==> src/core/fcp_pkg.sv <==
package fcp_pkg;

  // register port
  localparam int          ADDR_W            = 4;
  localparam logic [3:0]  OFF_CMD           = 4'h0;
  localparam logic [3:0]  OFF_CFG           = 4'h1;
  localparam logic [3:0]  OFF_XFER          = 4'h2;
  localparam logic [3:0]  OFF_TIMING        = 4'h3;
  localparam logic [3:0]  OFF_STATUS        = 4'h4;
  localparam logic [3:0]  OFF_IRQ_STAT      = 4'h5;
  localparam logic [3:0]  OFF_IRQ_MASK      = 4'h6;
  localparam logic [3:0]  OFF_CONTROL       = 4'h7;
  localparam logic [3:0]  OFF_SECTOR        = 4'h8;

  // configuration word fields (OFF_CFG)
  localparam int CFG_VERIFY_COUNT    = 0;
  localparam int CFG_FIFO_DISABLE    = 1;
  localparam int CFG_IMPLIED_SEEK    = 2;
  localparam int CFG_EXT_REG         = 3;
  localparam int CFG_DRV_IF_EN       = 4;
  localparam int CFG_ALT_FORMAT      = 5;
  localparam int CFG_LOCK            = 6;
  localparam int CFG_PERP_MODE       = 7;
  localparam int CFG_FIFO_THR_LSB    = 8;
  localparam int CFG_PRECOMP_LSB     = 16;

  // reset values
  localparam logic [3:0] FIFO_THR_RST    = 4'h0;
  localparam logic [7:0] PRECOMP_RST     = 8'h00;
  localparam logic       FIFO_DIS_RST    = 1'b1;
  localparam logic [7:0] DTL_UNUSED      = 8'hFF;

  // command byte fields (OFF_CMD)
  localparam int CMD_DRIVE_LO    = 0;
  localparam int CMD_DRIVE_HI    = 1;
  localparam int CMD_HEAD        = 2;
  localparam int CMD_MFM         = 3;
  localparam int CMD_NON_DMA     = 4;
  localparam int CMD_SKIP_RES    = 5;
  localparam int CMD_PERP_GAP    = 6;
  localparam int CMD_RW          = 7;
  localparam int CMD_VERIFY      = 8;
  localparam int CMD_HAS_CYL     = 9;
  localparam int CMD_SIZE_LSB    = 12;
  localparam int CMD_GAP3_LSB    = 16;
  localparam int CMD_EOT_LSB     = 24;

  // sector-size code limits
  localparam logic [2:0] SIZE_CODE_MAX = 3'h7;
  localparam int         BASE_SECTOR_BYTES = 128;

  // status bits
  localparam int ST_BUSY       = 0;
  localparam int ST_HEAD_LOAD  = 1;
  localparam int ST_RESULT     = 2;
  localparam int ST_SEEK       = 3;

  // interrupt events
  localparam int IRQ_DONE      = 0;
  localparam int IRQ_BYTE      = 1;
  localparam int IRQ_SEEK      = 2;
  localparam int IRQ_W         = 3;

  // control register bits
  localparam int CTL_SOFT_RST  = 0;
  localparam int CTL_EXEC_END  = 1;
  localparam int CTL_BYTE_XFER = 2;

  // timing: one head-time unit in ns
  localparam int CLK_PERIOD_NS = 4;
  localparam int HEAD_UNIT_NS  = 1000;
  localparam int HEAD_UNIT_CYC = HEAD_UNIT_NS / CLK_PERIOD_NS;
  localparam int SEEK_NS       = 1000;
  localparam int SEEK_CYC      = (SEEK_NS + CLK_PERIOD_NS - 1) / CLK_PERIOD_NS;

  typedef enum logic [2:0] {
    PH_IDLE,
    PH_SEEK,
    PH_LOAD,
    PH_EXEC,
    PH_RESULT
  } fcp_phase_type;

  typedef struct packed {
    logic [7:0] last_sector_number;
    logic [7:0] gap3_length;
    logic [2:0] size_code;
    logic       has_cylinder;
    logic       verify;
    logic       rw;
    logic       perp_gap;
    logic       skip_result_flag;
    logic       non_dma_flag;
    logic       mfm;
    logic       head_address;
    logic [1:0] drive;
  } fcp_cmd_type;

  typedef struct packed {
    logic       verify_count_enable;
    logic       fifo_disable_flag;
    logic       implied_seek_enable;
    logic       extended_register_enable;
    logic       drive_interface_drive_enable;
    logic       alt_format;
    logic       lock;
    logic       perp_mode;
    logic [3:0] fifo_threshold;
    logic [7:0] precomp_start_track;
  } fcp_cfg_type;

endpackage

==> src/core/fcp_decode.sv <==
// How it works
// - verify count flag turns length into sectors
// - fifo disable flag zero enables fifo
// - implied seek before cylinder read/write
// - extended flag widens tape reg, shows status b
// - interface flag zero tri-states drive outputs
// - two bits pick drive, high bit first
// - gap3 length parameter sets sector gap
// - perpendicular gap only in perpendicular mode
// - head address selects side zero or one
// - wait head load time before transfer
// - unload head after unload time elapses
// - alternate format flag selects track format
// - lock keeps fifo/threshold/precomp on soft reset
// - density one selects mfm encoding
// - sector bytes 128 shifted by size code; size code zero uses the length field
// - non-dma interrupts per byte, else dma
// - skip result flag skips result phase
// - end-of-track is last sector number
//
// Design decisions made here: strobed register access and the register addresses.
`timescale 1ns/100ps
`default_nettype none
module fcp_decode
  import fcp_pkg::*;
(
  input  wire logic              ref_clk,
  input  wire logic              rst_n,
  input  wire logic [ADDR_W-1:0] reg_addr,
  input  wire logic [31:0]       reg_wdata,
  input  wire logic              reg_wr,
  input  wire logic              reg_rd,
  output logic      [31:0]       reg_rdata,
  input  wire logic              dma_ack_n,
  output logic      [3:0]        drive_select_out,
  output logic      [3:0]        motor_enable_out,
  output logic                   drive_if_oe,
  output logic                   head_side_out,
  output logic                   head_load_out,
  output logic                   mfm_out,
  output logic                   dma_req,
  output logic                   irq,
  output logic                   fifo_enable,
  output logic                   tape_reg_ext,
  output logic                   status_b_visible,
  output logic                   alt_format_out,
  output logic                   perp_gap_out,
  output logic      [7:0]        gap3_length_out,
  output logic      [14:0]       xfer_len_out,
  output logic      [7:0]        last_sector_out,
  output logic      [7:0]        sector_out
);
  fcp_cmd_type   cmd_q;
  fcp_cfg_type   cfg_q;
  fcp_phase_type phase_q;
  logic [7:0]    dtl_q;
  logic [7:0]    load_time_q;
  logic [7:0]    unload_time_q;
  logic [7:0]    sector_q;
  logic [IRQ_W-1:0] irq_stat_q;
  logic [IRQ_W-1:0] irq_mask_q;
  logic [IRQ_W-1:0] irq_evt;
  logic [15:0]   seek_cnt_q;
  logic          ack_s;
  logic          ack_prev_q;
  logic          byte_evt;
  logic          wr_cmd;
  logic          wr_ctl;
  logic          soft_rst;
  logic          exec_end;
  logic          byte_xfer;
  logic          load_done;
  logic          unload_done;
  logic          load_start;
  logic          unload_start;
  logic          seek_done;

  assign wr_cmd    = reg_wr && reg_addr == OFF_CMD && phase_q == PH_IDLE;
  assign wr_ctl    = reg_wr && reg_addr == OFF_CONTROL;
  assign soft_rst  = wr_ctl && reg_wdata[CTL_SOFT_RST];
  assign exec_end  = (wr_ctl && reg_wdata[CTL_EXEC_END]) ||
                     (phase_q == PH_EXEC && sector_q == cmd_q.last_sector_number
                      && byte_evt);
  assign byte_xfer = wr_ctl && reg_wdata[CTL_BYTE_XFER];

  fcp_sync u_ack_sync
  (
    .ref_clk (ref_clk),
    .rst_n   (rst_n),
    .d       (~dma_ack_n),
    .q       (ack_s)
  );

  always_ff @(posedge ref_clk or negedge rst_n)
    if (!rst_n)
      ack_prev_q <= 1'b0;
    else
      ack_prev_q <= ack_s;

  // one byte per host strobe or per dma acknowledge
  assign byte_evt = phase_q == PH_EXEC &&
                    (cmd_q.non_dma_flag ? byte_xfer : (ack_s && !ack_prev_q));

  // command captured only while idle, so it holds through execution
  always_ff @(posedge ref_clk or negedge rst_n)
    if (!rst_n)
    begin
      cmd_q <= '0;
      dtl_q <= DTL_UNUSED;
    end
    else if (wr_cmd)
    begin
      cmd_q <= fcp_cmd_type'({reg_wdata[31:24], reg_wdata[23:16],
                             (reg_wdata[14:12] > SIZE_CODE_MAX) ? SIZE_CODE_MAX
                               : reg_wdata[14:12],
                             reg_wdata[CMD_HAS_CYL], reg_wdata[CMD_VERIFY],
                             reg_wdata[CMD_RW], reg_wdata[CMD_PERP_GAP],
                             reg_wdata[CMD_SKIP_RES], reg_wdata[CMD_NON_DMA],
                             reg_wdata[CMD_MFM], reg_wdata[CMD_HEAD],
                             reg_wdata[CMD_DRIVE_HI], reg_wdata[CMD_DRIVE_LO]});
    end
    else if (reg_wr && reg_addr == OFF_XFER && phase_q == PH_IDLE)
      dtl_q <= reg_wdata[7:0];

  // lock shields fifo fields from soft reset
  always_ff @(posedge ref_clk or negedge rst_n)
    if (!rst_n)
    begin
      cfg_q <= '0;
      cfg_q.fifo_disable_flag   <= FIFO_DIS_RST;
      cfg_q.fifo_threshold      <= FIFO_THR_RST;
      cfg_q.precomp_start_track <= PRECOMP_RST;
    end
    else if (reg_wr && reg_addr == OFF_CFG)
      cfg_q <= fcp_cfg_type'({reg_wdata[CFG_VERIFY_COUNT],
                              reg_wdata[CFG_FIFO_DISABLE],
                              reg_wdata[CFG_IMPLIED_SEEK],
                              reg_wdata[CFG_EXT_REG],
                              reg_wdata[CFG_DRV_IF_EN],
                              reg_wdata[CFG_ALT_FORMAT],
                              reg_wdata[CFG_LOCK],
                              reg_wdata[CFG_PERP_MODE],
                              reg_wdata[CFG_FIFO_THR_LSB +: 4],
                              reg_wdata[CFG_PRECOMP_LSB +: 8]});
    else if (soft_rst && !cfg_q.lock)
    begin
      cfg_q.fifo_disable_flag   <= FIFO_DIS_RST;
      cfg_q.fifo_threshold      <= FIFO_THR_RST;
      cfg_q.precomp_start_track <= PRECOMP_RST;
    end

  always_ff @(posedge ref_clk or negedge rst_n)
    if (!rst_n)
    begin
      load_time_q   <= 8'h01;
      unload_time_q <= 8'h01;
    end
    else if (reg_wr && reg_addr == OFF_TIMING)
    begin
      load_time_q   <= reg_wdata[7:0];
      unload_time_q <= reg_wdata[15:8];
    end

  assign load_start   = (wr_cmd && reg_wdata[CMD_RW] &&
                         !(cfg_q.implied_seek_enable && reg_wdata[CMD_HAS_CYL]))
                        || seek_done;
  assign unload_start = phase_q == PH_EXEC && exec_end;

  fcp_timer u_load_timer
  (
    .ref_clk (ref_clk),
    .rst_n   (rst_n),
    .start   (load_start),
    .units   (load_time_q),
    .done    (load_done)
  );

  fcp_timer u_unload_timer
  (
    .ref_clk (ref_clk),
    .rst_n   (rst_n),
    .start   (unload_start),
    .units   (unload_time_q),
    .done    (unload_done)
  );

  assign seek_done = phase_q == PH_SEEK && seek_cnt_q == 16'h0000;

  always_ff @(posedge ref_clk or negedge rst_n)
    if (!rst_n)
      seek_cnt_q <= 16'h0000;
    else if (wr_cmd)
      seek_cnt_q <= 16'(SEEK_CYC - 1);
    else if (phase_q == PH_SEEK && seek_cnt_q != 16'h0000)
      seek_cnt_q <= seek_cnt_q - 16'h0001;

  always_ff @(posedge ref_clk or negedge rst_n)
    if (!rst_n)
      phase_q <= PH_IDLE;
    else if (soft_rst)
      phase_q <= PH_IDLE;
    else
      unique case (phase_q)
        PH_IDLE:
          if (wr_cmd && reg_wdata[CMD_RW])
            phase_q <= (cfg_q.implied_seek_enable && reg_wdata[CMD_HAS_CYL])
                       ? PH_SEEK : PH_LOAD;
        PH_SEEK:
          if (seek_done)
            phase_q <= PH_LOAD;
        PH_LOAD:
          if (load_done)
            phase_q <= PH_EXEC;
        PH_EXEC:
          if (exec_end)
            phase_q <= cmd_q.skip_result_flag ? PH_IDLE : PH_RESULT;
        PH_RESULT:
          if (reg_rd && reg_addr == OFF_STATUS)
            phase_q <= PH_IDLE;
      endcase

  // sector sequencing up to end-of-track
  always_ff @(posedge ref_clk or negedge rst_n)
    if (!rst_n)
      sector_q <= 8'h01;
    else if (reg_wr && reg_addr == OFF_SECTOR && phase_q == PH_IDLE)
      sector_q <= reg_wdata[7:0];
    else if (byte_evt && sector_q != cmd_q.last_sector_number)
      sector_q <= sector_q + 8'h01;

  always_ff @(posedge ref_clk or negedge rst_n)
    if (!rst_n)
      head_load_out <= 1'b0;
    else if (load_start)
      head_load_out <= 1'b1;
    else if (unload_done)
      head_load_out <= 1'b0;

  assign irq_evt = {seek_done, byte_evt && cmd_q.non_dma_flag, unload_start};

  // set wins over write-one clear
  always_ff @(posedge ref_clk or negedge rst_n)
    if (!rst_n)
      irq_stat_q <= '0;
    else if (reg_wr && reg_addr == OFF_IRQ_STAT)
      irq_stat_q <= (irq_stat_q & ~reg_wdata[IRQ_W-1:0]) | irq_evt;
    else
      irq_stat_q <= irq_stat_q | irq_evt;

  always_ff @(posedge ref_clk or negedge rst_n)
    if (!rst_n)
      irq_mask_q <= '0;
    else if (reg_wr && reg_addr == OFF_IRQ_MASK)
      irq_mask_q <= reg_wdata[IRQ_W-1:0];

  always_ff @(posedge ref_clk or negedge rst_n)
    if (!rst_n)
      irq <= 1'b0;
    else
      irq <= |(irq_stat_q & irq_mask_q);

  always_ff @(posedge ref_clk or negedge rst_n)
    if (!rst_n)
      dma_req <= 1'b0;
    else
      dma_req <= phase_q == PH_EXEC && !cmd_q.non_dma_flag && !ack_s;

  // drive side outputs
  always_ff @(posedge ref_clk or negedge rst_n)
    if (!rst_n)
    begin
      drive_select_out <= 4'h0;
      motor_enable_out <= 4'h0;
      drive_if_oe      <= 1'b0;
      head_side_out    <= 1'b0;
      mfm_out          <= 1'b0;
    end
    else
    begin
      // remapping of boot drive deliberately ignored here
      drive_select_out <= 4'h1 << {cmd_q.drive[1], cmd_q.drive[0]};
      motor_enable_out <= (phase_q != PH_IDLE || head_load_out)
                          ? (4'h1 << {cmd_q.drive[1], cmd_q.drive[0]})
                          : 4'h0;
      drive_if_oe      <= cfg_q.drive_interface_drive_enable;
      head_side_out    <= cmd_q.head_address;
      mfm_out          <= cmd_q.mfm;
    end

  always_ff @(posedge ref_clk or negedge rst_n)
    if (!rst_n)
    begin
      fifo_enable      <= 1'b0;
      tape_reg_ext     <= 1'b0;
      status_b_visible <= 1'b0;
      alt_format_out   <= 1'b0;
      perp_gap_out     <= 1'b0;
      gap3_length_out  <= 8'h00;
      last_sector_out  <= 8'h00;
      sector_out       <= 8'h00;
      xfer_len_out     <= 15'h0000;
    end
    else
    begin
      fifo_enable      <= !cfg_q.fifo_disable_flag;
      tape_reg_ext     <= cfg_q.extended_register_enable;
      status_b_visible <= cfg_q.extended_register_enable;
      alt_format_out   <= cfg_q.alt_format;
      perp_gap_out     <= cfg_q.perp_mode && cmd_q.perp_gap;
      gap3_length_out  <= cmd_q.gap3_length;
      last_sector_out  <= cmd_q.last_sector_number;
      sector_out       <= sector_q;
      // verify count: length field reused as sector count
      if (cmd_q.verify && cfg_q.verify_count_enable)
        xfer_len_out <= {7'h00, dtl_q};
      else if (cmd_q.size_code == 3'h0)
        xfer_len_out <= {7'h00, dtl_q};
      else
        xfer_len_out <= 15'(BASE_SECTOR_BYTES) << cmd_q.size_code;
    end

  always_ff @(posedge ref_clk or negedge rst_n)
    if (!rst_n)
      reg_rdata <= 32'h0000_0000;
    else if (reg_rd)
      unique case (reg_addr)
        OFF_CMD:      reg_rdata <= {cmd_q.last_sector_number, cmd_q.gap3_length,
                                    1'b0, cmd_q.size_code, 2'b00,
                                    cmd_q.has_cylinder, cmd_q.verify, cmd_q.rw,
                                    cmd_q.perp_gap, cmd_q.skip_result_flag,
                                    cmd_q.non_dma_flag, cmd_q.mfm,
                                    cmd_q.head_address, cmd_q.drive};
        OFF_CFG:      reg_rdata <= {8'h00, cfg_q.precomp_start_track, 4'h0,
                                    cfg_q.fifo_threshold, cfg_q.perp_mode,
                                    cfg_q.lock, cfg_q.alt_format,
                                    cfg_q.drive_interface_drive_enable,
                                    cfg_q.extended_register_enable,
                                    cfg_q.implied_seek_enable,
                                    cfg_q.fifo_disable_flag,
                                    cfg_q.verify_count_enable};
        OFF_XFER:     reg_rdata <= {24'h000000, dtl_q};
        OFF_TIMING:   reg_rdata <= {16'h0000, unload_time_q, load_time_q};
        OFF_STATUS:   reg_rdata <= {28'h0000000, phase_q == PH_SEEK,
                                    phase_q == PH_RESULT, head_load_out,
                                    phase_q != PH_IDLE};
        OFF_IRQ_STAT: reg_rdata <= {29'h0000000, irq_stat_q};
        OFF_IRQ_MASK: reg_rdata <= {29'h0000000, irq_mask_q};
        OFF_SECTOR:   reg_rdata <= {24'h000000, sector_q};
        default:      reg_rdata <= 32'h0000_0000;
      endcase
    else
      reg_rdata <= 32'h0000_0000;
endmodule
`default_nettype wire

==> src/core/fcp_timer.sv <==
`timescale 1ns/100ps
`default_nettype none
module fcp_timer
  import fcp_pkg::*;
(
  input  wire logic       ref_clk,
  input  wire logic       rst_n,
  input  wire logic       start,
  input  wire logic [7:0] units,
  output logic            done
);
  logic [7:0]  unit_q;
  logic [15:0] tick_q;
  logic        run_q;

  always_ff @(posedge ref_clk or negedge rst_n)
    if (!rst_n)
    begin
      run_q  <= 1'b0;
      unit_q <= 8'h00;
      tick_q <= 16'h0000;
      done   <= 1'b0;
    end
    else
    begin
      done <= 1'b0;
      if (start)
      begin
        run_q  <= 1'b1;
        unit_q <= units;
        tick_q <= 16'(HEAD_UNIT_CYC - 1);
      end
      else if (run_q)
      begin
        if (unit_q == 8'h00)
        begin
          run_q <= 1'b0;
          done  <= 1'b1;
        end
        else if (tick_q == 16'h0000)
        begin
          tick_q <= 16'(HEAD_UNIT_CYC - 1);
          unit_q <= unit_q - 8'h01;
        end
        else
          tick_q <= tick_q - 16'h0001;
      end
    end
endmodule
`default_nettype wire

==> src/core/fcp_sync.sv <==
`timescale 1ns/100ps
`default_nettype none
module fcp_sync
(
  input  wire logic ref_clk,
  input  wire logic rst_n,
  input  wire logic d,
  output logic      q
);
  logic meta_q;

  // first stage feeds only the second
  always_ff @(posedge ref_clk or negedge rst_n)
    if (!rst_n)
    begin
      meta_q <= 1'b0;
      q      <= 1'b0;
    end
    else
    begin
      meta_q <= d;
      q      <= meta_q;
    end
endmodule
`default_nettype wire

==> config.mk <==
export PLATFORM = sky130hd
export DESIGN_NAME = fcp_decode
export DESIGN_NICKNAME = d
export VERILOG_FILES = /design/src/core/fcp_pkg.sv /design/src/core/fcp_decode.sv /design/src/core/fcp_timer.sv /design/src/core/fcp_sync.sv
export SDC_FILE = /design/constraint.sdc
export NUM_CORES = 1
export LEC_CHECK = 0
export BUFFER_PORTS_ARGS = -buffer_cell sky130_fd_sc_hd__buf_2
export CAP_MARGIN = 20
export CORE_ASPECT_RATIO = 1.25
export CORE_UTILIZATION = 63
export DETAILED_ROUTE_END_ITERATION = 10
export PLACE_DENSITY = 0.85
export SLEW_MARGIN = 0
export SYNTH_ARGS = -nofsm -noshare
export SYNTH_HDL_FRONTEND = slang
export SYNTH_HIERARCHICAL = 1
export SYNTH_SLANG_ARGS = --single-unit
==> constraint.sdc <==
create_clock -name ref_clk -period 7.8 [get_ports ref_clk]
set_input_delay 0.39 -clock ref_clk [delete_from_list [all_inputs] [get_ports ref_clk]]
set_output_delay 0.39 -clock ref_clk [all_outputs]
set_load 0.02 [all_outputs]
; After elaboration in Yosys (flattened, before gate mapping)
; Cells that the tools add are included.
[classes]
add_sub_neg = 6
n_lt_le_gt_ge = 1
eq_ne = 21
n_shift = 2
mux = 55
n_bitwise = 7
n_reduce_logical = 66
[op_table]
columns = cell, n
row1 = $pmux W32 S8, 1
row2 = $mux W16, 10
row3 = $mux W8, 10
row4 = $logic_not A16 Y1, 3
row5 = $sub A16 B1 Y16 const B, 3
row6 = $logic_and A1 B1 Y1, 32
row7 = $mux W32, 1
row8 = $mux W15, 2
row9 = $mux W3, 9
row10 = $mux W12, 2
row11 = $mux W1, 17
row12 = $eq A4 B3 Y1 const B, 4
row13 = $logic_not A8 Y1, 2
row14 = $reduce_bool A16 Y1, 1
row15 = $reduce_bool A2 Y1, 8
row16 = $sub A8 B1 Y8 const B, 2
row17 = $pmux W3 S5, 1
row18 = $shl A8 B3 Y15 const A, 1
row19 = $ne A3 B3 Y1 const B, 3
row20 = $add A8 B1 Y8 const B, 1
row21 = $eq A4 B2 Y1 const B, 2
row22 = $eq A8 B8 Y1, 1
row23 = $ne A8 B8 Y1, 1
row24 = $and A3 B3 Y3, 2
row25 = 24 further kinds, 39
[totals]
ff_bits = 250
input_bits = 41

; Depth between registers and ports, before layout
; Gate-level depths: netlist of run 1.
[depth]
ltp_word = 10
mapped_depth = 13

; Hierarchy
; Netlist of run 1, hierarchy kept.
[modules_own_cells]
columns = mod, instances, cells_per_inst, area_each_um2
row1 = fcp_decode, 1, 695, 7912.6
row2 = fcp_timer at u_load_timer, 1, 171, 1587.8
row3 = fcp_timer at u_unload_timer, 1, 174, 1580.3
row4 = fcp_sync, 1, 2, 50.0

; Worst setup path after synthesis of run 1
; No wires, ideal clock.
[synth_timing]
path_kind = register -> register
start = reg sector_q[0]
end = reg u_unload_timer.tick_q[7]
setup_time_ns = 0.133
arrival_ns = 2.636
t_required_ns = 7.667
slack_ns = 5.031
stages_incl_launch_ff = 12
n_path_buf = 2
synth_period_minus_slack_ns = 2.769
cell_sequence = dfstp_2 xor2_1 nor4_1 a32oi_1 nor2_1 buf_6 nor4b_1 a21oi_1 o21ai_0 buf_2 o31ai_1 o21ai_0
[synth_via]
elab_chain_cells = 7
word_cells_on_any_way = 9
classes_between = eq/ne: 2 / mux: 1 / reduce/logical: 6
[synth_lines]
columns = element, line
row1 = "start, declared", fcp_decode.sv:59  ; logic [7:0] sector_q;
row2 = "start signal, assigned", fcp_decode.sv:227  ; sector_q <= reg_wdata[7:0];
row3 = "start signal, assigned", fcp_decode.sv:229  ; sector_q <= sector_q + 8'h01;
row4 = $eq A8 B8 Y1 *, fcp_decode.sv:82  ; (phase_q == PH_EXEC && sector_q == cmd_q.last_sector_number
row5 = $logic_and A1 B1 Y1 *, fcp_decode.sv:82
row6 = $logic_and A1 B1 Y1 *, fcp_decode.sv:83  ; && byte_evt);
row7 = $logic_or A1 B1 Y1 *, fcp_decode.sv:81  ; assign exec_end = (wr_ctl && reg_wdata[CTL_EXEC_END]) ||
row8 = $logic_and A1 B1 Y1 *, fcp_decode.sv:167  ; assign unload_start = phase_q == PH_EXEC && exec_end;
row9 = net unload_start, fcp_decode.sv:75  ; logic unload_start;
row10 = $ne A2 B1 Y1 (no line) / $reduce_bool A2 Y1 (equally long branches), --
row11 = $reduce_and A2 Y1 (no line), --
row12 = "end signal, assigned", fcp_timer.sv:31  ; tick_q <= 16'(HEAD_UNIT_CYC - 1);
row13 = "end signal, assigned", fcp_timer.sv:42  ; tick_q <= 16'(HEAD_UNIT_CYC - 1);
row14 = "end signal, assigned", fcp_timer.sv:46  ; tick_q <= tick_q - 16'h0001;
row15 = "end, declared", fcp_timer.sv:13  ; logic [15:0] tick_q;
; The timed path passes the listed nets; every way through them passes the cells marked *.
; A chain may end at the register's enable or synchronous reset.

; Worst setup path after layout of run 1
[layout_timing]
start = reg sector_q[4]
end = reg u_unload_timer.tick_q[4]
; The elaborated chain is that of the path after synthesis.

==> results of run 1 <==
worst reg2reg max path, delay by kind of cell (launching register included):
| family | cells | cell delay [ns] |
|---|---|---|
| XOR/XNOR | 1 | 0.20 |
| AND/OR/NAND/NOR | 3 | 1.15 |
| flip-flops | 1 | 0.48 |
| AO/OA/AOI/OAI | 5 | 1.30 |
| buffers and inverters | 2 | 0.55 |
flip-flops by register name, indices dropped and copies added, names as in the netlist, 8 cells and up:
| name | count |
|---|---|
| xfer_len_out | 15 |
| dtl_q | 8 |
| u_load_timer/unit_q | 8 |
| cfg_q | 20 |
| u_unload_timer/unit_q | 8 |
| gap3_length_out | 8 |
| reg_rdata | 32 |
| load_time_q | 8 |
| u_load_timer/tick_q | 16 |
| seek_cnt_q | 16 |
| u_unload_timer/tick_q | 16 |
| cmd_q | 29 |
| unload_time_q | 8 |
| sector_out | 8 |
| sector_q | 8 |
| last_sector_out | 8 |
per-stage QoR:
step,setup WS (ns),std cells
after floorplan,5.031,1042
after global placement,4.019,1353
after detailed placement,3.982,1354
after CTS,4.103,1399
after global routing,3.833,1400
final,3.990,1400
cells in the mapped netlist, drive strengths merged, types with 19 or more instances:
library cell,count,area (µm²)
a22oi,20,150.1
dfrtp,238,5956
nor3,33,175.2
inv,28,107.6
a21oi,34,173.9
clkbuf,33,123.9
a22o,19,166.4
nor2,94,355.3
o21ai,27,138.9
nor4,23,192.7
nor2b,22,137.6
nand2,161,604.3
mux2,32,360.4
power by group through the flow:
| stage | combinational, mW | sequential (mW) | clock, mW |
|---|---|---|---|
| 4_1_cts | 1.10 | 2.04 | 1.39 |
| 3_5_place_dp | 1.09 | 2.05 | 0 |
| 2_1_floorplan | 0.647 | 2.08 | 0 |
| 5_1_grt | 1.22 | 2.09 | 1.44 |
| 6_report | 1.11 | 2.05 | 1.38 |
| 3_3_place_gp | 1.04 | 2.03 | 0 |
cell families after synthesis:
logic type / share of synthesized area [%]
flip-flops: 56.34
AND/OR/NAND/NOR: 19.95
XOR/XNOR: 1.652
adder cells (fa/ha/maj): 1.102
buffers and inverters: 3.080
AO/OA/AOI/OAI: 13.47
multiplexers: 4.406
layer usage:
metal,vias up,track usage [%],part of all wire [%]
met5,-,0,0
met2,432,53.66,49
met4,0,14.63,4.1
met3,104,4.356,7.4
met1,4401,41.08,39
li1,3989,-,-
worst max-delay path by stage:
stage                 from                         to  slack, ns
4_1_cts        sector_q[4]   u_unload_timer/tick_q[4]       4.10
2_1_floorplan  sector_q[0]   u_unload_timer/tick_q[7]       5.03
5_1_grt        sector_q[4]  u_unload_timer/tick_q[14]       3.83
3_5_place_dp   reg_addr[0]     u_load_timer/unit_q[3]       3.98
3_3_place_gp   reg_addr[0]     u_load_timer/unit_q[3]       4.02
6_report       sector_q[4]   u_unload_timer/tick_q[4]       3.99
final cells by class:
cell class	instances	area [µm²]
timing repair buffer	139	750.7
clock buffer	28	625.6
sequential	250	6271
inverter	28	107.6
clock inverter	16	322.8
fill	1113	4477
multi-input combinational	715	4529
tap	224	280.3
==> out/results.ini, run 1 <==
[drt]
dr.pass1.iters = 5
drt_iter0_markers = 991
antenna_left = 0
drc = 0
wl_per_cell_um = 20.43
via_per_inst = 6.376
finalWirelength_um = 28600
vias = 8926

[synthesis]
ys.warnings.count = 6
ys_async_sr_fraction_pct = 100.0
syn_area_mm2 = 0.01113
seq_area_frac_synth_pct = 56.34
synth-edff-count = 0
synth_flop_cell = dfrtp_1
netlist_instances = 1042
ys_ff_latch = 250
syn_avg_cell_area_um2 = 10.68
yosysUniqueCellTypes = 84
synth.net_count = 1092

[die]
die-area_mm2 = 0.01821
die_w_um = 120.9
initial_utilization_pct = 64.10
coreArea_mm2 = 0.01736
rows = 54
ios = 131
die_h_um = 150.6

[power_and_ir_drop]
power_density_mw_per_mm2 = 352.0
p_int_mw = 2.994
seqPwrFrac_pct = 45.2
p_leak_nw = 6.116
switching_share_pct = 34.01
irDropWorstVdd_mv = 0.3079
p_total_mw = 4.537
combPwrFrac_pct = 24.4
switchingPower_mw = 1.543
p_clk_share_pct = 30.4

[timing]
setup_viol = 0
fin_tns_setup_ns = 0
fin_skew_ns = 0.01200
slew_violations = 0
rsz0062_at_grt = false
period_share_pct = 48.85
max_freq_mhz = 262.4
timing.slew.headroom_pct = 31.67
hold_viol = 0
hold_slack_ns = 0.01442
fin_crit_ns = 3.810
worst_pin_slew_ns = 1.016

[setup_path]
crit_family = compound AO/OA/AOI/OAI gates
regToRegEndpoint = u_unload_timer/tick_q[4]
cp_data_arrival_time_ns = 4.21
reg2reg_from = sector_q[4]
crit_fanout = 26
endpoint_kind = register
crit_type = register to register
cp.depth = 11
cp_slowest_stage_delay_ns = 0.84
crit_chain = xor2_1 > nor4_1 > a32oi_1 > nor2_1 > buf_4 > nor4b_1 > a21oi_1 > o21ai_0 > buf_4 > o31ai_1 > o21ai_0
worst_setup_path_start_kind = register
required_ns = 8.20
crit_buf_inv = 2
crit_slowest_cell = nor4_1
r2r_cells = 11
r2r_setup_slack_ns = 3.99

[hold_path]
holdPathEnd = u_ack_sync/meta_q
holdPathStages = 2
hp-class = input port to register
hp-start = dma_ack_n

[clock_tree]
worstSkewPairLatency_ns = 0.53
clock-sinks = 250
postCtsSetupBuffers = 0
cts_tree = yes
clkTransAtPathRegs_ns = 0.07
hold_buffers = 1
clk_path_buf_depth = 3
htreeDepth = 1
cts-resized-gates = 0
clock-root-buffer = clkbuf_16
cts_buffers = 24

[finish]
layout_commonest_cell = dfrtp_1
drive_above_1_share_pct = 22.19
antenna_cells = 0
mostFrequentLayoutCells = 238 x dfrtp_1, 161 x nand2_1, 129 x buf_2
fin_nets = 1208
fin_util_pct = 74.22
fin_area_mm2 = 0.01289
area_growth_syn_to_layout_pct = 15.78

[placed_design]
placed_cell_area_mm2 = 0.01191
io_buffers = 130
routabilityCongestion = 0.9570
dpl.hpwl_um = 18380

[grt]
grt_start_max_net_pins = 148
first_global_vias = 8723
track_usage_pct = 31.88
grt_pass1_wl_um = 45040
grt_overflow = 0
antenna_found_initial = 0

[status]
outcome = finished, final reports clean

[run]
drv_cap = 0

Power figures use the tool's default switching activity.
==> inputs of run 2 (changes only) <==
ABC_AREA = 1   (was not set)
CORE_UTILIZATION = 53   (was 63)
PLACE_DENSITY = 0.76   (was 0.85)
clock period = 3.5 ns   (was 7.8 ns; I/O delays follow)
==> run 2 against run 1 <==
Against the previous run: combinational power increased by 120%; via count is 6.6% higher; global-route usage down 6.1 points; synthesized cell count rose by 29%; utilization shrank 11 points; worst hold slack improved by 0.0023 ns; wire length down 1.8%; clock power up 90%; maximum frequency up 37%; critical endpoint is now u_load_timer/unit_q[1]; largest power group unchanged; highest routed layer unchanged.
==> out/results.ini, run 2 <==
[status]
outcome = finished, final reports clean

[drt]
vias = 9514  ; +6.6%
via_per_inst = 5.268  ; -17%
dr.pass1.iters = 7  ; +2
antenna_left = 0  ; unchanged
finalWirelength_um = 28080  ; -1.8%
drt_iter0_markers = 737  ; -26%
wl_per_cell_um = 15.55  ; -24%
drc = 0  ; unchanged

[finish]
layout_commonest_cell = nand2_1
largest_reg_flops = 32  ; unchanged
area_growth_syn_to_layout_pct = 17.30
antenna_cells = 0  ; unchanged
drive_above_1_share_pct = 17.42  ; -4.8 points
top_regs = reg_rdata: 32 flops, cmd_q: 29 flops, cfg_q: 20 flops
mostFrequentLayoutCells = 358 x nand2_1, 238 x dfrtp_1, 155 x nor2_1
fin_util_pct = 63.01  ; -11 points
largest_register = reg_rdata
fin_nets = 1559  ; +29%
instances_no_fill = 1806  ; +29%

[synthesis]
ys_ff_latch = 250  ; unchanged
synth.net_count = 1392  ; +27%
synth-edff-count = 0  ; unchanged
netlist_instances = 1342  ; +29%
ys_async_sr_fraction_pct = 100.0  ; unchanged
synth_flop_cell = dfrtp_1
synth_most_common_cell = nand2_1
synth_top_cell_by_area = dfrtp_1
yosysTopAreaCellShare_pct = 51.64  ; -1.9 points
ys.warnings.count = 6  ; unchanged
ys_top_cells_by_count = 358 x nand2_1, 238 x dfrtp_1, 155 x nor2_1, 151 x inv_1, 107 x o21ai_0
syn_avg_cell_area_um2 = 8.594  ; -20%
seq_area_frac_synth_pct = 54.37  ; -2.0 points
syn_area_mm2 = 0.01153  ; +3.6%
yosysUniqueCellTypes = 49  ; -42%
synth.top_cells.by_area = dfrtp_1 52%, nand2_1 12%, nor2_1 5.0%, inv_1 4.9%, o21ai_0 4.6%

[placed_design]
dp.cells = 1727  ; +28%
io_buffers = 130  ; unchanged
dp_slack_ns = 0.7870  ; -3.195 ns
routabilityCongestion = 0.9037  ; -5.6%
dpl.hpwl_um = 19340  ; +5.2%

[grt]
grt_start_max_net_pins = 103  ; -30%
track_usage_pct = 25.78  ; -6.1 points
first_global_vias = 9320  ; +6.8%
grt_pass1_wl_um = 45820  ; +1.7%
antenna_found_initial = 0  ; unchanged
grt_overflow = 0  ; unchanged

[clock_tree]
clock-sinks = 250  ; unchanged
cts_tree = yes
clkTransAtPathRegs_ns = 0.07  ; about the same
clk_path_buf_depth = 3  ; unchanged
cts_buffers = 24  ; unchanged
worstSkewPairLatency_ns = 0.52  ; about the same
htreeDepth = 1  ; unchanged
cts-resized-gates = 0  ; unchanged
postCtsSetupBuffers = 0  ; unchanged
clock-root-buffer = clkbuf_16
hold_buffers = 35  ; +34

[die]
die_h_um = 166.9  ; +11%
initial_utilization_pct = 53.72  ; -10 points
die_w_um = 133.9  ; +11%
ios = 131  ; unchanged
coreArea_mm2 = 0.02147  ; +24%
rows = 60  ; +11%
die-area_mm2 = 0.02236  ; +23%

[setup_path]
cp_data_arrival_time_ns = 3.23  ; -0.98 ns
required_ns = 3.95  ; -4.25 ns
crit_type = register to register
endpoint_kind = register
r2r_setup_slack_ns = 0.72  ; -3.27 ns
crit_fanout = 34  ; +31%
worstSetupStartpoint = phase_q[1]
reg2reg_from = phase_q[1]
worst_setup_path_start_kind = register

[timing]
setup_viol = 0  ; unchanged
timing.final.ws_setup_ns = 0.7224  ; -3.267 ns
period_share_pct = 79.36  ; +31 points
timing.slew.headroom_pct = 38.06  ; +6.4 points
rsz0062_at_grt = false
fin_tns_setup_ns = 0  ; unchanged
fin_crit_ns = 2.778  ; -1.033 ns
worst_pin_slew_ns = 0.9281  ; -0.08748 ns
hold_slack_ns = 0.01672  ; +0.002303 ns
max_freq_mhz = 360.0  ; +37%
hold_viol = 0  ; unchanged
slew_violations = 0  ; unchanged
fin_skew_ns = 0.01235  ; +0.0003496 ns

[hold_path]
hp-start = reg_addr[1]
hp-class = input port to register

[power_and_ir_drop]
power_density_mw_per_mm2 = 689.7  ; +96%
p_leak_nw = 6.960  ; +14%
irDropWorstVdd_mv = 0.5619  ; +82%

[run]
drv_cap = 0  ; unchanged

-- run 2: cell count changes after synthesis, moves of 19 or more --
cell and change:
a22oi_1 -19, clkbuf_1 -27, inv_1 +125, mux2_2 -27, nand2_1 +197, nand2_2 +22
nand3_1 +58, nor2_1 +62, nor2b_1 -22, nor3_1 -24, o21ai_0 +82, o21ai_1 +20
-- run 2: logic make-up (layout without fill, tap and decap cells) --
family | after synthesis | count (layout) | share of synthesized area (%)
flip-flops | 250 | 250 | 54.37
multiplexers | 5 | 5 | 0.4881
adder cells (fa/ha/maj) | 9 | 9 | 0.9764
AND/OR/NAND/NOR | 665 | 665 | 25.35
AO/OA/AOI/OAI | 196 | 196 | 9.395
buffers and inverters | 191 | 376 | 7.442
XOR/XNOR | 26 | 26 | 1.974
-- run 2: report_power, final --
group | switching, mW | internal, mW | leakage, nW | total (mW)
Sequential | 0.532 | 3.72 | 3.13 | 4.25
Clock | 1.08 | 1.54 | 0.392 | 2.62
Combinational | 1.64 | 0.825 | 3.44 | 2.46
-- run 2: layer usage --
layer  wire length (µm)  vias up  GRT usage [%]
met1              11390     4513          32.19
li1                   -     4583              -
met4               1202        0          11.71
met2              13930      341          44.65
met3               1562       77          2.922
met5                  0        -              0
-- run 2: critical path, stage by stage (launching register included) --
cell	delay [ns]
dfrtp_1	0.45
nor3_2	0.30
inv_2	0.15
nor2_4	0.12
inv_2	0.22
nor2_1	0.16
nand2_1	0.09
nand2_1	0.12
nor2_2	0.07
nand2_2	0.09
nor2_4	0.05
nor2_4	0.43
nand2_8	0.15
clkinv_8	0.15
nand2_2	0.06
o21ai_2	0.06
-- run 2: layout make-up --
class                           count  area (µm²)
Clock buffer                       35       703.2
Clock inverter                      9       100.1
Fill cell                        1806        7941
Inverter                          162       628.1
Multi-Input combinational cell    901        4404
Sequential cell                   250        6271
Tap cell                          279       349.1
Timing Repair Buffer              170        1074
-- run 2: through the flow --
| step | power, mW | instance area (µm²) |
|---|---|---|
| after global placement | 6.599 | 12380 |
| after global routing | 9.860 | 13530 |
| after detailed placement | 6.692 | 12380 |
| after CTS | 9.373 | 13530 |
| after floorplan | 5.848 | 11530 |
| final | 9.331 | 13530 |
-- run 2: final timing paths --
kind	to	cells after the start
max	u_load_timer/unit_q[1]	15
min	reg_rdata[15]	3
max reg2reg	u_load_timer/unit_q[1]	15
min reg2reg	u_ack_sync/q	0
max in group asynchronous	unload_time_q[0]	3
min in group asynchronous	reg_rdata[25]	2
==> inputs of run 3 (changes only) <==
ABC_AREA = 0   (was 1)
CORE_UTILIZATION = 58   (was 53)
PLACE_DENSITY = 0.79   (was 0.76)
clock period = 2.81 ns   (was 3.5 ns; I/O delays follow)
==> run 3 against run 2 <==
Against the previous run: wire length grew 3.5%; combinational power grew 50%; sequential power grew 30%; critical path depth shrank 6; clock power grew 26%; global-route usage grew 4.1 points; total power grew 34%; critical endpoint is now u_load_timer/tick_q[12]; highest routed layer unchanged.
==> out/results.ini, run 3 (synthesis gave the netlist of run 1 again) <==
[setup_path]
crit_buf_inv = 2  ; -1
crit_slowest_cell = or4_4
cp_data_arrival_time_ns = 3.13  ; -0.10 ns
required_ns = 3.19  ; -0.76 ns
crit_type = register to register
cp_slowest_stage_delay_ns = 0.56  ; +0.11 ns
endpoint_kind = register
crit_family = simple AND/OR/NAND/NOR gates
crit_fanout = 10  ; -71%
crit_chain = or4_4 > nor4_4 > nor2b_4 > a31o_4 > buf_4 > o22ai_4 > buf_4 > o311ai_0 > o41ai_1
worst_setup_path_start_kind = register
worst_path_most_repeated_cell = buf_4

[status]
outcome = finished, final reports clean

[placed_design]
dp_slack_ns = -0.4413  ; -1.228 ns
routabilityCongestion = 0.9068  ; +0.34%
io_buffers = 130  ; unchanged
dpl.hpwl_um = 19230  ; -0.62%

[timing]
hold_viol = 0  ; unchanged
fin_skew_ns = 0.01262  ; +0.0002726 ns
setup_viol = 0  ; unchanged
worst_pin_slew_ns = 0.8943  ; -0.03388 ns
timing.final.ws_setup_ns = 0.05673  ; -0.6657 ns
slew_violations = 0  ; unchanged
max_freq_mhz = 363.2  ; +0.88%
fin_tns_setup_ns = 0  ; unchanged
fin_crit_ns = 2.753  ; -0.02431 ns
timing.slew.headroom_pct = 39.83  ; +1.8 points
period_share_pct = 97.98  ; +19 points

[drt]
vias = 9212  ; -3.2%
wl_per_cell_um = 19.29  ; +24%
antenna_left = 0  ; unchanged
dr.pass1.iters = 7  ; unchanged
via_per_inst = 6.113  ; +16%
drc = 0  ; unchanged
drt_iter0_markers = 727  ; -1.4%
finalWirelength_um = 29070  ; +3.5%

[power_and_ir_drop]
p_leak_nw = 6.536  ; -6.1%
irDropWorstVdd_mv = 0.7238  ; +29%
power_density_mw_per_mm2 = 913.1  ; +32%

[die]
coreArea_mm2 = 0.01878  ; -13%
die-area_mm2 = 0.01975  ; -12%
initial_utilization_pct = 59.28  ; +5.6 points
die_w_um = 125.9  ; -6.0%
rows = 56  ; -6.7%
die_h_um = 156.9  ; -6.0%
ios = 131  ; unchanged

[finish]
regArea_mm2 = 0.006271  ; unchanged
multiInputGateArea_mm2 = 0.004621  ; +4.9%
mostFrequentLayoutCells = 238 x dfrtp_1, 161 x nand2_1, 129 x buf_2
fin_nets = 1306  ; -16%
top_regs = reg_rdata: 32 flops, cmd_q: 29 flops, cfg_q: 20 flops
layout_commonest_cell = dfrtp_1
antenna_cells = 0  ; unchanged
largest_register = reg_rdata
fillers = 1310  ; -27%
largest_reg_flops = 32  ; unchanged
area_growth_syn_to_layout_pct = 22.81
drive_above_1_share_pct = 26.20  ; +8.8 points

[clock_tree]
clkTransAtPathRegs_ns = 0.06  ; about the same
clock-sinks = 250  ; unchanged
clock-root-buffer = clkbuf_16
cts_tree = yes
worstSkewPairLatency_ns = 0.53  ; about the same
htreeDepth = 1  ; unchanged
clk_path_buf_depth = 3  ; unchanged
cts_buffers = 25  ; +4.2%

[grt]
antenna_found_initial = 0  ; unchanged
grt_start_max_net_pins = 80  ; -22%
first_global_vias = 9080  ; -2.6%
grt_pass1_wl_um = 46710  ; +1.9%
grt_overflow = 0  ; unchanged
track_usage_pct = 29.92  ; +4.1 points

[run]
drv_cap = 0  ; unchanged

[hold_path]
hp-class = input port to register

-- run 3: cell types whose count changed in the layout (fill, tap and decap cells not counted), moves of 19 or more --
cell / delta
buf_4: +67
nand2_2: -22
nor3_1: +24
o21ai_1: -20
mux2_2: +27
inv_1: -126
nand3_1: -58
nor2b_1: +21
nand2_1: -197
o21ai_0: -83
a22oi_1: +19
nor2_1: -64
-- run 3: report_power, final --
group          total [mW]  internal [mW]  switching [mW]
combinational        3.68           1.56            2.12
clock                3.29           1.94            1.35
sequential           5.52           4.66           0.860
total                12.5           8.15            4.33
-- run 3: routing by layer --
layer / up-vias / GRT usage, % / wire length (µm)
li1: 4195 / - / -
met1: 4562 / 39.00 / 11700
met2: 386 / 50.91 / 14470
met3: 69 / 4.581 / 1968
met4: 0 / 10.90 / 935
met5: - / 0 / 0
-- run 3: timing repair --
action,4_1_cts,5_1_grt
hold buffers,33,0
endpoints found under the setup margin,27,26
pin swaps,0,6
cloned,0,0
endpoints found under the hold margin,139,0
gates resized for setup,6,12
buffers inserted,2,6
-- run 3: worst reg2reg max path, cell delays in order, from the launching register on --
cell      delay (ns)
dfrtp_1         0.40
or4_4           0.56
nor4_4          0.27
nor2b_4         0.25
a31o_4          0.16
buf_4           0.19
o22ai_4         0.11
buf_4           0.15
o311ai_0        0.38
o41ai_1         0.14
-- run 3: final cells by class --
| class | instances | share of cell area (%) |
|---|---|---|
| clock inverters | 8 | 0.6865 |
| repair buffers | 236 | 11.47 |
| inverters | 28 | 0.8146 |
| well taps | 232 | 2.124 |
| flip-flops and latches | 250 | 45.88 |
| clock buffers | 38 | 5.227 |
| multi-input cells | 715 | 33.80 |
-- run 3: metrics by stage --
step                hold WS (ns)  instances  area [µm²]  util [%]  power, mW
floorplan                -0.1551       1042       11130         -      7.562
global placement          0.1601       1420       12370     65.88      8.850
detailed placement        0.1665       1420       12370     65.88      8.974
CTS                      0.04025       1501       13550     72.18      12.38
global route             0.06087       1507       13670     72.79      13.17
finish                   0.07063       1507       13670     72.79      12.48
-- run 3: final timing paths --
kind | start | to | slack, ns | cells after the start
worst max register to register | seek_cnt_q[13] | u_load_timer/tick_q[12] | 0.06 | 9
worst min-delay path | reg_wdata[2] | cmd_q[2] | 0.07 | 4
worst min register to register | u_ack_sync/meta_q | u_ack_sync/q | 0.35 | 0
max in group asynchronous | rst_n | cfg_q[5] | 1.71 | 3
min in group asynchronous | rst_n | u_load_timer/tick_q[3] | 0.17 | 2
worst max-delay path | seek_cnt_q[13] | u_load_timer/tick_q[12] | 0.06 | 9
